`src/rtl/bts_pkg.sv`:
```
package bts_pkg;

    // register port map
    localparam logic [3:0] BTS_FLAGS_OFS = 4'h0;
    localparam logic [3:0] BTS_STATUS_OFS = 4'h4;
    localparam logic [3:0] BTS_BASE_OFS = 4'h8;
    localparam logic [3:0] BTS_FLAGS_RST = 4'h0;

    // status word fields
    localparam int BTS_ST_BUSY = 0;
    localparam int BTS_ST_ABORT = 1;
    localparam int BTS_ST_SKIP = 2;
    localparam int BTS_ST_CNT_LO = 8;

    // instruction fields
    localparam int BTS_COND_LO = 28;
    localparam int BTS_PRE_BIT = 24;
    localparam int BTS_UP_BIT = 23;
    localparam int BTS_BANK_BIT = 22;
    localparam int BTS_WB_BIT = 21;
    localparam int BTS_LOAD_BIT = 20;
    localparam int BTS_BASE_LO = 16;

    localparam logic [3:0] BTS_PC_IDX = 4'hF;
    localparam logic [31:0] BTS_PC_ADJ = 32'h0000000C;
    localparam logic [31:0] BTS_WORD_STEP = 32'h00000004;
    localparam logic [1:0] BTS_FILL_CYCLES = 2'h2;

    typedef enum logic [4:0] {
        ST_IDLE = 5'b00001,
        ST_CALC = 5'b00010,
        ST_XFER = 5'b00100,
        ST_IWAIT = 5'b01000,
        ST_FILL = 5'b10000
    } bts_st_t;

    typedef struct packed {
        bts_st_t st;
        logic [15:0] remain;
        logic load;
        logic sbit;
        logic wbk;
        logic pc_in;
        logic user;
        logic [3:0] base_idx;
        logic [31:0] base_val;
        logic [31:0] wb_val;
        logic [31:0] pc_val;
        logic [31:0] lo_addr;
        logic [3:0] cur_idx;
        logic aborted;
        logic mem_req;
        logic mem_we;
        logic mem_seq;
        logic [31:0] mem_addr;
        logic [31:0] mem_wdata;
        logic rf_we;
        logic [3:0] rf_waddr;
        logic [31:0] rf_wdata;
        logic psr_copy;
        logic trap;
        logic done;
        logic [1:0] fill;
        logic [5:0] cyc;
        logic [3:0] flags;
        logic last_abort;
        logic last_skip;
        logic [4:0] last_cnt;
        logic [31:0] rdata;
    } bts_state_t;

endpackage

```
`src/rtl/bts_sequencer.sv`:
```
// The placing of the registers and the strobed register port were left to the implementer.
`timescale 1ns/10ps
// Behaviour
// - run only when condition field passes; otherwise no transfer, no change
// - 16-bit mask, bit i selects register i
// - stored program counter equals instruction address plus 12
// - ascending register order, lowest register at lowest address
// - addresses from base value, pre/post bit and up/down bit
// - without write-back base keeps value unless loaded
// - low two address bits ignored for stepping but still output
// - banked load with program counter copies saved status at pc load
// - banked store with program counter reads user-bank registers
// - bank bit without program counter uses user bank both directions
// - write-back ends cycle two; store writes first word in cycle two
// - stored base is original if first, updated if later
// - loaded base value replaces written-back base
// - store abort: finish transfers, then trap; only base write-back
// - load abort drops aborting and later loads, keeps earlier ones
// - load abort restores base to written-back or original value
// - load abort trap only after whole sequence completes
// - cycles: load n+2, load with pc n+4 (n+2 if aborted), store n+1
// - pre/post and up/down give four address modes
// - write-back bit set stores final modified base
module bts_sequencer
    import bts_pkg::*;
(
    input wire logic clk_i,
    input wire logic rst_i,
    input wire logic start_i,
    input wire logic [31:0] instr_i,
    input wire logic [31:0] instr_addr_i,
    output logic busy_o,
    output logic done_o,
    output logic abort_trap_o,
    output logic [3:0] rf_raddr_o,
    input wire logic [31:0] rf_rdata_i,
    output logic rf_user_o,
    output logic rf_we_o,
    output logic [3:0] rf_waddr_o,
    output logic [31:0] rf_wdata_o,
    output logic psr_copy_o,
    output logic mem_req_o,
    output logic mem_we_o,
    output logic mem_seq_o,
    output logic [31:0] mem_addr_o,
    output logic [31:0] mem_wdata_o,
    input wire logic [31:0] mem_rdata_i,
    input wire logic mem_abort_i,
    input wire logic [3:0] reg_addr_i,
    input wire logic [31:0] reg_wdata_i,
    input wire logic reg_we_i,
    input wire logic reg_re_i,
    output logic [31:0] reg_rdata_o
);

    localparam bts_state_t RST_STATE = '{st: ST_IDLE, default: '0};

    function automatic logic cond_ok(input logic [3:0] c, input logic [3:0] f);
        logic n;
        logic z;
        logic cy;
        logic v;
        n = f[3];
        z = f[2];
        cy = f[1];
        v = f[0];
        unique case (c)
            4'h0: cond_ok = z;
            4'h1: cond_ok = !z;
            4'h2: cond_ok = cy;
            4'h3: cond_ok = !cy;
            4'h4: cond_ok = n;
            4'h5: cond_ok = !n;
            4'h6: cond_ok = v;
            4'h7: cond_ok = !v;
            4'h8: cond_ok = cy && !z;
            4'h9: cond_ok = !cy || z;
            4'hA: cond_ok = n == v;
            4'hB: cond_ok = n != v;
            4'hC: cond_ok = !z && (n == v);
            4'hD: cond_ok = z || (n != v);
            4'hE: cond_ok = 1'b1;
            default: cond_ok = 1'b0;
        endcase
    endfunction

    function automatic logic [4:0] pop16(input logic [15:0] m);
        pop16 = 5'h0;
        for (int i = 0; i < 16; i++) begin
            pop16 = pop16 + {4'h0, m[i]};
        end
    endfunction

    // lowest set bit: ascending register order
    function automatic logic [3:0] low_idx(input logic [15:0] m);
        low_idx = 4'h0;
        for (int i = 15; i >= 0; i--) begin
            if (m[i]) begin
                low_idx = 4'(i);
            end
        end
    endfunction

    bts_state_t q;
    bts_state_t d;
    logic [3:0] idx;
    logic [31:0] sval;
    logic [31:0] off;
    logic [31:0] base;
    logic ab;

    always_comb begin
        d = q;
        d.rf_we = 1'b0;
        d.psr_copy = 1'b0;
        d.trap = 1'b0;
        d.done = 1'b0;
        d.rdata = 32'h0;
        idx = low_idx(q.remain);
        base = rf_rdata_i;
        off = {25'h0, pop16(instr_i[15:0]), 2'b00};
        ab = q.aborted | mem_abort_i;
        sval = rf_rdata_i;
        if (idx == BTS_PC_IDX) begin
            sval = q.pc_val;
        end else if (idx == q.base_idx && q.wbk && q.st != ST_CALC) begin
            sval = q.wb_val;
        end
        if (q.st != ST_IDLE) begin
            d.cyc = q.cyc + 6'h1;
        end
        unique case (q.st)
            ST_IDLE: begin
                if (start_i) begin
                    if (cond_ok(instr_i[31:BTS_COND_LO], q.flags) &&
                        instr_i[15:0] != 16'h0) begin
                        d.st = ST_CALC;
                        // zero here so done sees exactly the busy cycles
                        d.cyc = 6'h0;
                        d.last_skip = 1'b0;
                        d.remain = instr_i[15:0];
                        d.load = instr_i[BTS_LOAD_BIT];
                        d.sbit = instr_i[BTS_BANK_BIT];
                        d.wbk = instr_i[BTS_WB_BIT];
                        d.pc_in = instr_i[15];
                        d.user = instr_i[BTS_BANK_BIT] &&
                            (!instr_i[15] || !instr_i[BTS_LOAD_BIT]);
                        d.base_idx = instr_i[BTS_BASE_LO+3:BTS_BASE_LO];
                        d.base_val = base;
                        d.pc_val = instr_addr_i + BTS_PC_ADJ;
                        d.aborted = 1'b0;
                        d.last_cnt = pop16(instr_i[15:0]);
                        d.wb_val = instr_i[BTS_UP_BIT] ?
                            base + off : base - off;
                        if (instr_i[BTS_UP_BIT]) begin
                            d.lo_addr = instr_i[BTS_PRE_BIT] ?
                                base + BTS_WORD_STEP : base;
                        end else begin
                            d.lo_addr = instr_i[BTS_PRE_BIT] ?
                                base - off : base - off + BTS_WORD_STEP;
                        end
                    end else begin
                        d.last_skip = 1'b1;
                    end
                end
            end
            ST_CALC: begin
                d.st = ST_XFER;
                d.mem_req = 1'b1;
                d.mem_we = !q.load;
                d.mem_seq = 1'b0;
                d.mem_addr = q.lo_addr;
                d.cur_idx = idx;
                d.remain[idx] = 1'b0;
                d.mem_wdata = q.load ? 32'h0 : sval;
                if (q.wbk) begin
                    d.rf_we = 1'b1;
                    d.rf_waddr = q.base_idx;
                    d.rf_wdata = q.wb_val;
                end
            end
            ST_XFER: begin
                d.aborted = ab;
                if (q.load && !ab) begin
                    d.rf_we = 1'b1;
                    d.rf_waddr = q.cur_idx;
                    d.rf_wdata = mem_rdata_i;
                    d.psr_copy = q.sbit && q.cur_idx == BTS_PC_IDX;
                end
                if (q.remain != 16'h0) begin
                    d.mem_seq = 1'b1;
                    // step word part only; byte lane bits carried as-is
                    d.mem_addr = {q.mem_addr[31:2] + 30'h1, q.mem_addr[1:0]};
                    d.cur_idx = idx;
                    d.remain[idx] = 1'b0;
                    d.mem_wdata = q.load ? 32'h0 : sval;
                end else begin
                    d.mem_req = 1'b0;
                    d.mem_we = 1'b0;
                    d.mem_seq = 1'b0;
                    d.mem_wdata = 32'h0;
                    if (q.load) begin
                        d.st = ST_IWAIT;
                        if (ab) begin
                            d.rf_we = 1'b1;
                            d.rf_waddr = q.base_idx;
                            d.rf_wdata = q.wbk ? q.wb_val : q.base_val;
                        end
                    end else begin
                        d.st = ST_IDLE;
                        d.done = 1'b1;
                        d.trap = ab;
                        d.last_abort = ab;
                    end
                end
            end
            ST_IWAIT: begin
                d.fill = 2'h0;
                if (!q.aborted && q.pc_in) begin
                    d.st = ST_FILL;
                end else begin
                    d.st = ST_IDLE;
                    d.done = 1'b1;
                    d.trap = q.aborted;
                    d.last_abort = q.aborted;
                end
            end
            ST_FILL: begin
                d.fill = q.fill + 2'h1;
                if (q.fill == BTS_FILL_CYCLES - 2'h1) begin
                    d.st = ST_IDLE;
                    d.done = 1'b1;
                    d.last_abort = 1'b0;
                end
            end
            default: begin
                d = RST_STATE;
            end
        endcase
        if (reg_we_i && reg_addr_i == BTS_FLAGS_OFS) begin
            d.flags = reg_wdata_i[3:0];
        end
        if (reg_re_i) begin
            unique case (reg_addr_i)
                BTS_FLAGS_OFS: d.rdata = {28'h0, q.flags};
                BTS_STATUS_OFS: begin
                    d.rdata[BTS_ST_BUSY] = q.st != ST_IDLE;
                    d.rdata[BTS_ST_ABORT] = q.last_abort;
                    d.rdata[BTS_ST_SKIP] = q.last_skip;
                    d.rdata[BTS_ST_CNT_LO+4:BTS_ST_CNT_LO] = q.last_cnt;
                end
                BTS_BASE_OFS: d.rdata = q.wb_val;
                default: d.rdata = 32'h0;
            endcase
        end
    end

    always_ff @(posedge clk_i or posedge rst_i) begin
        if (rst_i) begin
            q <= RST_STATE;
            q.flags <= BTS_FLAGS_RST;
        end else begin
            q <= d;
        end
    end

    assign busy_o = q.st != ST_IDLE;
    assign done_o = q.done;
    assign abort_trap_o = q.trap;
    assign rf_raddr_o = (q.st == ST_IDLE) ?
        instr_i[BTS_BASE_LO+3:BTS_BASE_LO] : idx;
    assign rf_user_o = q.user && busy_o;
    assign rf_we_o = q.rf_we;
    assign rf_waddr_o = q.rf_waddr;
    assign rf_wdata_o = q.rf_wdata;
    assign psr_copy_o = q.psr_copy;
    assign mem_req_o = q.mem_req;
    assign mem_we_o = q.mem_we;
    assign mem_seq_o = q.mem_seq;
    assign mem_addr_o = q.mem_addr;
    assign mem_wdata_o = q.mem_wdata;
    assign reg_rdata_o = q.rdata;
endmodule

```
`config.mk`:
```
export PLATFORM = sky130hd
export DESIGN_NAME = bts_sequencer
export DESIGN_NICKNAME = d
export VERILOG_FILES = /design/src/rtl/bts_pkg.sv /design/src/rtl/bts_sequencer.sv
export SDC_FILE = /design/constraint.sdc
export NUM_CORES = 1
export LEC_CHECK = 0
export BUFFER_PORTS_ARGS = -buffer_cell sky130_fd_sc_hd__buf_2
export CORE_UTILIZATION = 30
export DETAILED_ROUTE_END_ITERATION = 8
export PLACE_DENSITY = 0.53
export SYNTH_ARGS = -nofsm -noshare
export SYNTH_HDL_FRONTEND = slang
export SYNTH_SLANG_ARGS = --single-unit
```
`constraint.sdc`:
```
create_clock -name clk_i -period 35.2 [get_ports clk_i]
set_clock_uncertainty 0.1 [all_clocks]
set_input_delay 8.8 -clock clk_i [delete_from_list [all_inputs] [get_ports clk_i]]
set_output_delay 8.8 -clock clk_i [all_outputs]
set_load 0.02 [all_outputs]
```
-- Word level (Yosys, flattened, before mapping)
Index checks and enable logic that the tools add are counted.
- bits in read-only memories: 0
- bits in latches: 0
- output and inout port bits: 145
- flip-flop bits (word level): 315
- RAM bits: 0
- memories kept: 0
- add/sub/neg operators: 22
- div/mod/pow operators: 0
- $mul: 0
- equality and inequality tests: 38
- bitwise logic cells: 9
- reductions and logical operators: 45
- magnitude comparators: 2
- mux-type cells: 79
- shifts and indexed selects: 0
- operator list (kind ; number):
    $mux W32 ; 11
    $mux W158 ; 2
    $pmux W104 S3 ; 1
    $pmux W137 S2 ; 1
    $mux W37 ; 4
    $mux W4 ; 21
    $add A32 B3 Y32 const B ; 2
    $pmux W16 S4 ; 1
    $add A5 B1 Y5 ; 11
    $eq A4 B4 Y1 const B ; 10
    $mux W38 ; 1
    $add A32 B4 Y32 const B ; 1
    $add A32 B7 Y32 ; 1
    $reduce_bool A16 Y1 ; 2
    $sub A32 B7 Y32 ; 1
    $add A30 B1 Y30 const B ; 1
    $pmux W5 S5 ; 1
    $eq A4 B3 Y1 const B ; 5
    $mux W5 ; 4
    $pmux W5 S2 ; 2
    $mux W19 ; 1
    $and A16 B16 Y16 ; 1
    $mux W16 ; 1
    $ne A2 B2 Y1 const B ; 8
    48 further kinds ; 101

-- Longest topological paths before layout
Gate-level depths: netlist of the first run.
- depth in word-level cells: 24
- mapped depth: 25
- depth with buffers taken out: 23

-- Worst setup path after synthesis of the first run
OpenSTA, ideal clock, no wires.
- path kind: input to output
- from: input port instr_i[17]
- to: output port rf_raddr_o[1]
- cell stages on the path: 2
- data required time: 26300 ps
- arrival: 9079 ps
- slack: 17221 ps
- cells stage by stage: nand2_1 -> o21ai_0
- cells in the longest elaborated chain, start to end: 1
- RTL lines (what ; RTL line ; RTL):
    start, declared ; bts_sequencer.sv:30 ; input wire logic [31:0] instr_i,
    $mux W4 ; bts_sequencer.sv:270 ; assign rf_raddr_o = (q.st == ST_IDLE) ?
    end, declared ; bts_sequencer.sv:35 ; output logic [3:0] rf_raddr_o,
No other way between the ends.

-- Final worst setup path of the first run
Same ends and word-level chain as after synthesis.

==> results.yml, run 1 <==
yosys:
  ys_async_sr_fraction_pct: 100
  ys_seq_elements: 311
  yosysSeqAreaShare_pct: 39.6
  yosys.area.top_type: "dfrtp_1"
  syn-num-nets: 2418
  synth_flop_cell: "dfrtp_1"
  synth_top_family_by_area: "compound AO/OA/AOI/OAI gates"
  yosysWarnings: 0
  synthAdderAreaFrac_pct: 2.56
  synthCells: 2215
  synth_edf_count: 0
  synth_simple_gate_area_share_pct: 18.5
  synth_cell_types: 84
  netlist_area_um2: 19700
  synthMuxAreaShare_pct: 3.94
  syn_area_per_cell_um2: 8.88
  synth_compound_area_share_pct: 19.9
  synth_top_area_share_pct: 39.4
  synth-xor-area-share_pct: 6.50
  synth.area.top_cells: "dfrtp_1 39%, nand2_1 5.6%, buf_4 5.0%"
timing:
  hold_slack_ns: 0.363
  setup_viol: 0
  slew_headroom_pct: 25.9
  rsz0062_at_grt: "false"
  drv_slew: 0
  finalHoldViolations: 0
  period_share_pct: 51.6
  period_minus_slack_ns: 18.15
  timing.setup.tns_ns: 0
  max_freq_ghz: 0.0551
  tightest_slew_ns: 1.11
flow_run:
  drv_cap: 0
drt:
  postRouteAntennaNets: 0
  drt_iter0_markers: 1720
  wl_per_cell_um: 22.7
  post-route-drc-count: 0
  vias: 17000
  firstDrtPassIters: 6
  drt_wl_total_mm: 72.0
  viasPerCell: 5.35
setup_path:
  crit_fanout: 2
  start_kind: "input port"
  path_class: "input port to primary output"
  cp_data_arrival_time_ns: 9.25
  worstPathRequired_ns: 26.30
  endpoint_kind: "primary output"
global_routing:
  first_global_vias: 16600
  antenna_found_initial: 19
  groute.usage.overall_pct: 21.3
  grt_max_degree: 170
  overflow: 0
  grt_pass1_wl_mm: 108
floorplanning:
  initial_core_util_pct: 30.5
  num_io_pins: 315
  die_w_um: 258
  die_h_um: 258
  dieArea_um2: 66600
  row_count: 93
  core-area_um2: 64600
placement:
  gp_congestion: 0.926
  dp.cells: 3093
  placed_cell_area_um2: 20800
  dp_hpwl_mm: 53.7
  port_buffers: 283
cts:
  cts-htree-levels: 2
  cts-buffers-inserted: 39
  cts_tree: "done"
  cts_root_buf: "clkbuf_16"
  post_cts_resized: 0
  cts_buffer_depth: 3
  clkTransAtPathRegs_ns: 0.06
  cts_hold_buf: 0
  clock_latency_ns: 0.56
  post_cts_buffers: 0
  cts.sinks: 311
final_layout:
  drive_gt1_share_pct: 17.8
  area_growth_pct: 12.9
  nNetsFinal: 2482
  utilization_pct: 34.4
  finish.instance_area_um2: 22200
  fin_cells: 3168
power:
  power_density_nw_per_um2: 72.2
  p_leak_nw: 9.76
  vdd_drop_max_mv: 0.0535
hold_path:
  hp-class: "register to register"
run_status:
  status: "completed"
-- cell usage in the layout, fill, tap and decap left out, types with 31 or more instances in the layout --
master     synthesis  final
a211oi_1          58     58
a21oi_1           43     43
a221o_1           36     36
a22o_1            31     31
a22oi_1           54     54
and2_1            34     34
buf_2              6    283
clkbuf_16          0     39
dfrtp_1          310    309
inv_1             49     48
mux2i_1           74     74
nand2_1          296    296
nand3_1           49     47
nor2_1           117    116
nor2b_1           44     44
nor3_1            41     39
o21ai_0          196    196
o31ai_1           49     49
xnor2_1           71     71
xor2_1            75     75
-- report_power, final --
group          switching [mW]  internal [mW]
clock                   0.166          0.265
combinational           0.449          0.206
sequential             0.0819          0.435
total                   0.697          0.906
-- registers in the layout, indices dropped and copies added, names as in the netlist --
register and flops:
q 172, mem_addr_o 32, mem_wdata_o 32, reg_rdata_o 32, rf_wdata_o 32, rf_waddr_o 4, abort_trap_o 1, done_o 1
mem_req_o 1, mem_seq_o 1, mem_we_o 1, psr_copy_o 1, rf_we_o 1
-- per-stage QoR --
stage / setup slack, ns / power, mW
finish: 17.05 / 1.60
global route: 17.00 / 1.70
CTS: 17.05 / 1.61
detailed placement: 17.05 / 1.18
global placement: 17.06 / 1.17
floorplan: 17.22 / 0.942
-- area by class of cell --
| class | count | area (µm²) |
|---|---|---|
| antenna | 7 | 17.5 |
| clock buffer | 53 | 1110 |
| clock inverter | 15 | 240 |
| fill | 6722 | 42400 |
| inverter | 50 | 195 |
| multi-input combinational | 1568 | 10200 |
| sequential | 311 | 7780 |
| tap | 855 | 1070 |
| timing repair buffer | 309 | 1620 |
-- layer usage --
layer	wire length [µm]	vias to the layer above	part of all wire (%)	track usage, %
met4	1860	18	2.6	6.13
met3	4320	104	6.0	3.80
met2	32600	538	45	33.2
met5	120	-	0.17	0
li1	-	7931	-	-
met1	33000	8369	46	30.1
-- cells in the mapped netlist (49+ instances only) --
master      n
a211oi_1   58
mux2i_1    74
buf_4     132
nand3_1    49
o31ai_1    49
nor2_1    117
a22oi_1    54
dfrtp_1   310
xnor2_1    71
nand2_1   296
o21ai_0   196
inv_1      49
clkbuf_1  135
xor2_1     75
-- critical path, cell delays in order --
cell and delay [ns]:
buf_2 0.10, nand2_1 0.05, o21ai_0 0.10, buf_2 0.20
-- worst paths after layout --
path,startpoint,endpoint,slack (ns),depth (start not counted)
min,q[280],q[280],0.36,2
min reg2reg,q[280],q[280],0.36,2
max in group asynchronous,rst_i,mem_addr_o[28],25.01,3
min in group asynchronous,rst_i,q[39],8.36,2
max,instr_i[17],rf_raddr_o[1],17.05,4
max reg2reg,q[39],q[259],30.36,10
-- cell families (layout without fill, tap and decap cells) --
group,Yosys count,count (layout)
AND/OR/NAND/NOR,740,740
AO/OA/AOI/OAI,573,573
buffers and inverters,336,427
flip-flops,311,311
XOR/XNOR,146,146
multiplexers,76,76
adder cells (fa/ha/maj),33,33
other,0,7
Note: power is estimated with default switching activity, not from simulation.
==> run 2, diff against run 1 <==
==> constraint.sdc (replaced) <==
create_clock -name clk_i -period 17.4 [get_ports clk_i]
set_clock_uncertainty 0.1 [all_clocks]
set_input_delay 4.35 -clock clk_i [delete_from_list [all_inputs] [get_ports clk_i]]
set_output_delay 4.35 -clock clk_i [all_outputs]
set_load 0.02 [all_outputs]
==> run 2 against run 1 <==
  * Critical path depth increased by 18
  * Combinational power increased by 100%
  * Routed wire length increased by 0.62%
==> results.yml, run 2 (synthesis results as in run 1) <==
floorplanning:
  initial_core_util_pct: 30.5
  die_h_um: 258
  row_count: 93
  dieArea_um2: 66600
  die_w_um: 258
  core-area_um2: 64600
  num_io_pins: 315
cts:
  cts.sinks: 311
  cts_root_buf: "clkbuf_16"
  cts-buffers-inserted: 39
  clkTransAtPathRegs_ns: 0.06
  post_cts_buffers: 0
  clock_latency_ns: 0.55
  cts-htree-levels: 2
  post_cts_resized: 0
  cts_hold_buf: 0
  cts_buffer_depth: 3
  cts_tree: "done"
final_layout:
  mostFrequentLayoutCell: "dfrtp_1"
  largest-register: "q"
  nNetsFinal: 2487
  regArea_um2: 7780
  fillCellCount: 6724
  multi_input_area_um2: 10200
  largest_reg_flops: 172
  area_growth_pct: 12.6
  drive_gt1_share_pct: 17.9
  final_cell_mix: "309 x dfrtp_1, 296 x nand2_1, 283 x buf_2"
drt:
  drt_wl_total_mm: 72.4
  firstDrtPassIters: 5
  viasPerCell: 5.35
  postRouteAntennaNets: 0
  wl_per_cell_um: 22.8
  drt_iter0_markers: 1437
  post-route-drc-count: 0
  vias: 17000
placement:
  pre_cts_ws_ns: 5.70
  port_buffers: 283
  gp_congestion: 0.905
  dp_hpwl_mm: 53.9
timing:
  finalHoldViolations: 0
  slew_headroom_pct: 23.3
  rsz0062_at_grt: "false"
  timing.setup.tns_ns: 0
  period_minus_slack_ns: 11.01
  tightest_slew_ns: 1.15
  max_freq_ghz: 0.0908
  setup_viol: 0
  layout_setup_ws_ns: 6.39
  drv_slew: 0
  period_share_pct: 63.3
setup_path:
  cp_data_arrival_time_ns: 11.35
  r2r_end: "q[169]"
  start_kind: "input port"
  path_class: "input port to register"
  worstPathRequired_ns: 17.73
  regToRegSetupSlack_ns: 12.57
  regToRegStartpoint: "q[318]"
  crit_fanout: 12
  endpoint_kind: "register"
  r2r_cells: 10
global_routing:
  groute.usage.overall_pct: 21.2
  first_global_vias: 16400
  grt_util_met2_pct: 32.1
  overflow: 0
  antenna_found_initial: 20
  met3_usage_pct: 3.39
  grt_pass1_wl_mm: 108
  use_met1_pct: 30.3
  grt_max_degree: 114
  grt-busiest-layer: "met2"
power:
  power_density_nw_per_um2: 145
  vdd_drop_max_mv: 0.115
  p_leak_nw: 9.75
flow_run:
  drv_cap: 0
hold_path:
  hold_start: "q[295]"
  hp-class: "register to register"
  min_path_cells: 1
  hold_path_end: "q[295]"
run_status:
  status: "completed"
==> run 2: cell count changes in the layout (fill, tap and decap cells not counted), sizes merged <==
cell      previous run  this run
clkinvlp             3         1
clkbuf              53        56
buf                309       314
clkinv               5         9
bufinv               6         2
diode                7        12
==> run 2: worst max path at each step <==
stage,startpoint,to,slack [ns]
floorplan,rst_i,abort_trap_o,4.35
global placement,instr_i[15],q[175],5.77
detailed placement,instr_i[15],q[184],5.70
CTS,instr_i[15],q[184],6.30
finish,instr_i[15],q[184],6.39
global route,instr_i[15],q[193],5.95
==> run 2: power breakdown <==
| part | total (mW) | leakage [nW] | switching, mW | internal (mW) |
|---|---|---|---|---|
| Sequential | 1.05 | 4.21 | 0.169 | 0.880 |
| Combinational | 1.34 | 4.92 | 0.920 | 0.421 |
| Clock | 0.813 | 0.622 | 0.330 | 0.483 |
| Total | 3.20 | 9.75 | 1.42 | 1.78 |
==> run 2: area by class of cell <==
class                   count  share of cell area [%]
diodes                     12                   0.136
clock buffers              56                    5.11
clock inverters            13                   0.565
inverters                  50                   0.881
multi-input cells        1568                    45.9
flip-flops and latches    311                    35.1
well taps                 855                    4.83
repair buffers            314                    7.44
==> run 2: stage by stage <==
stage          area [µm²]  std cells  hold slack, ns  total power, mW  util [%]
3_3_place_gp        20900       3098           0.357             2.37      32.3
6_report            22200       3179           0.366             3.20      34.3
2_1_floorplan       19700       2215           0.331             1.91         -
5_1_grt             22100       3175           0.389             3.39      34.3
3_5_place_dp        20900       3098           0.359             2.39      32.3
4_1_cts             22100       3167           0.371             3.21      34.3
==> run 2: worst max-delay path, stage by stage <==
cell and delay [ns]:
buf_2 0.21, inv_1 0.15, fa_1 0.53, fa_1 0.44, fa_1 0.47, fa_1 0.49
inv_1 0.04, ha_1 0.19, fa_1 0.40, xnor2_1 0.52, inv_1 0.10, ha_1 0.42
or2_2 0.18, a211oi_1 0.07, buf_4 0.20, or4b_2 0.71, and2_1 0.26, nor4_1 0.60
nand3_1 0.30, o211ai_1 0.45, nor2_1 0.08, nand3b_1 0.16
==> run 2: routing by layer <==
| metal | wire, µm | vias up |
|---|---|---|
| met1 | 33600 | 8346 |
| li1 | - | 7928 |
| met3 | 4220 | 111 |
| met5 | 78 | - |
| met2 | 31800 | 593 |
| met4 | 2690 | 14 |
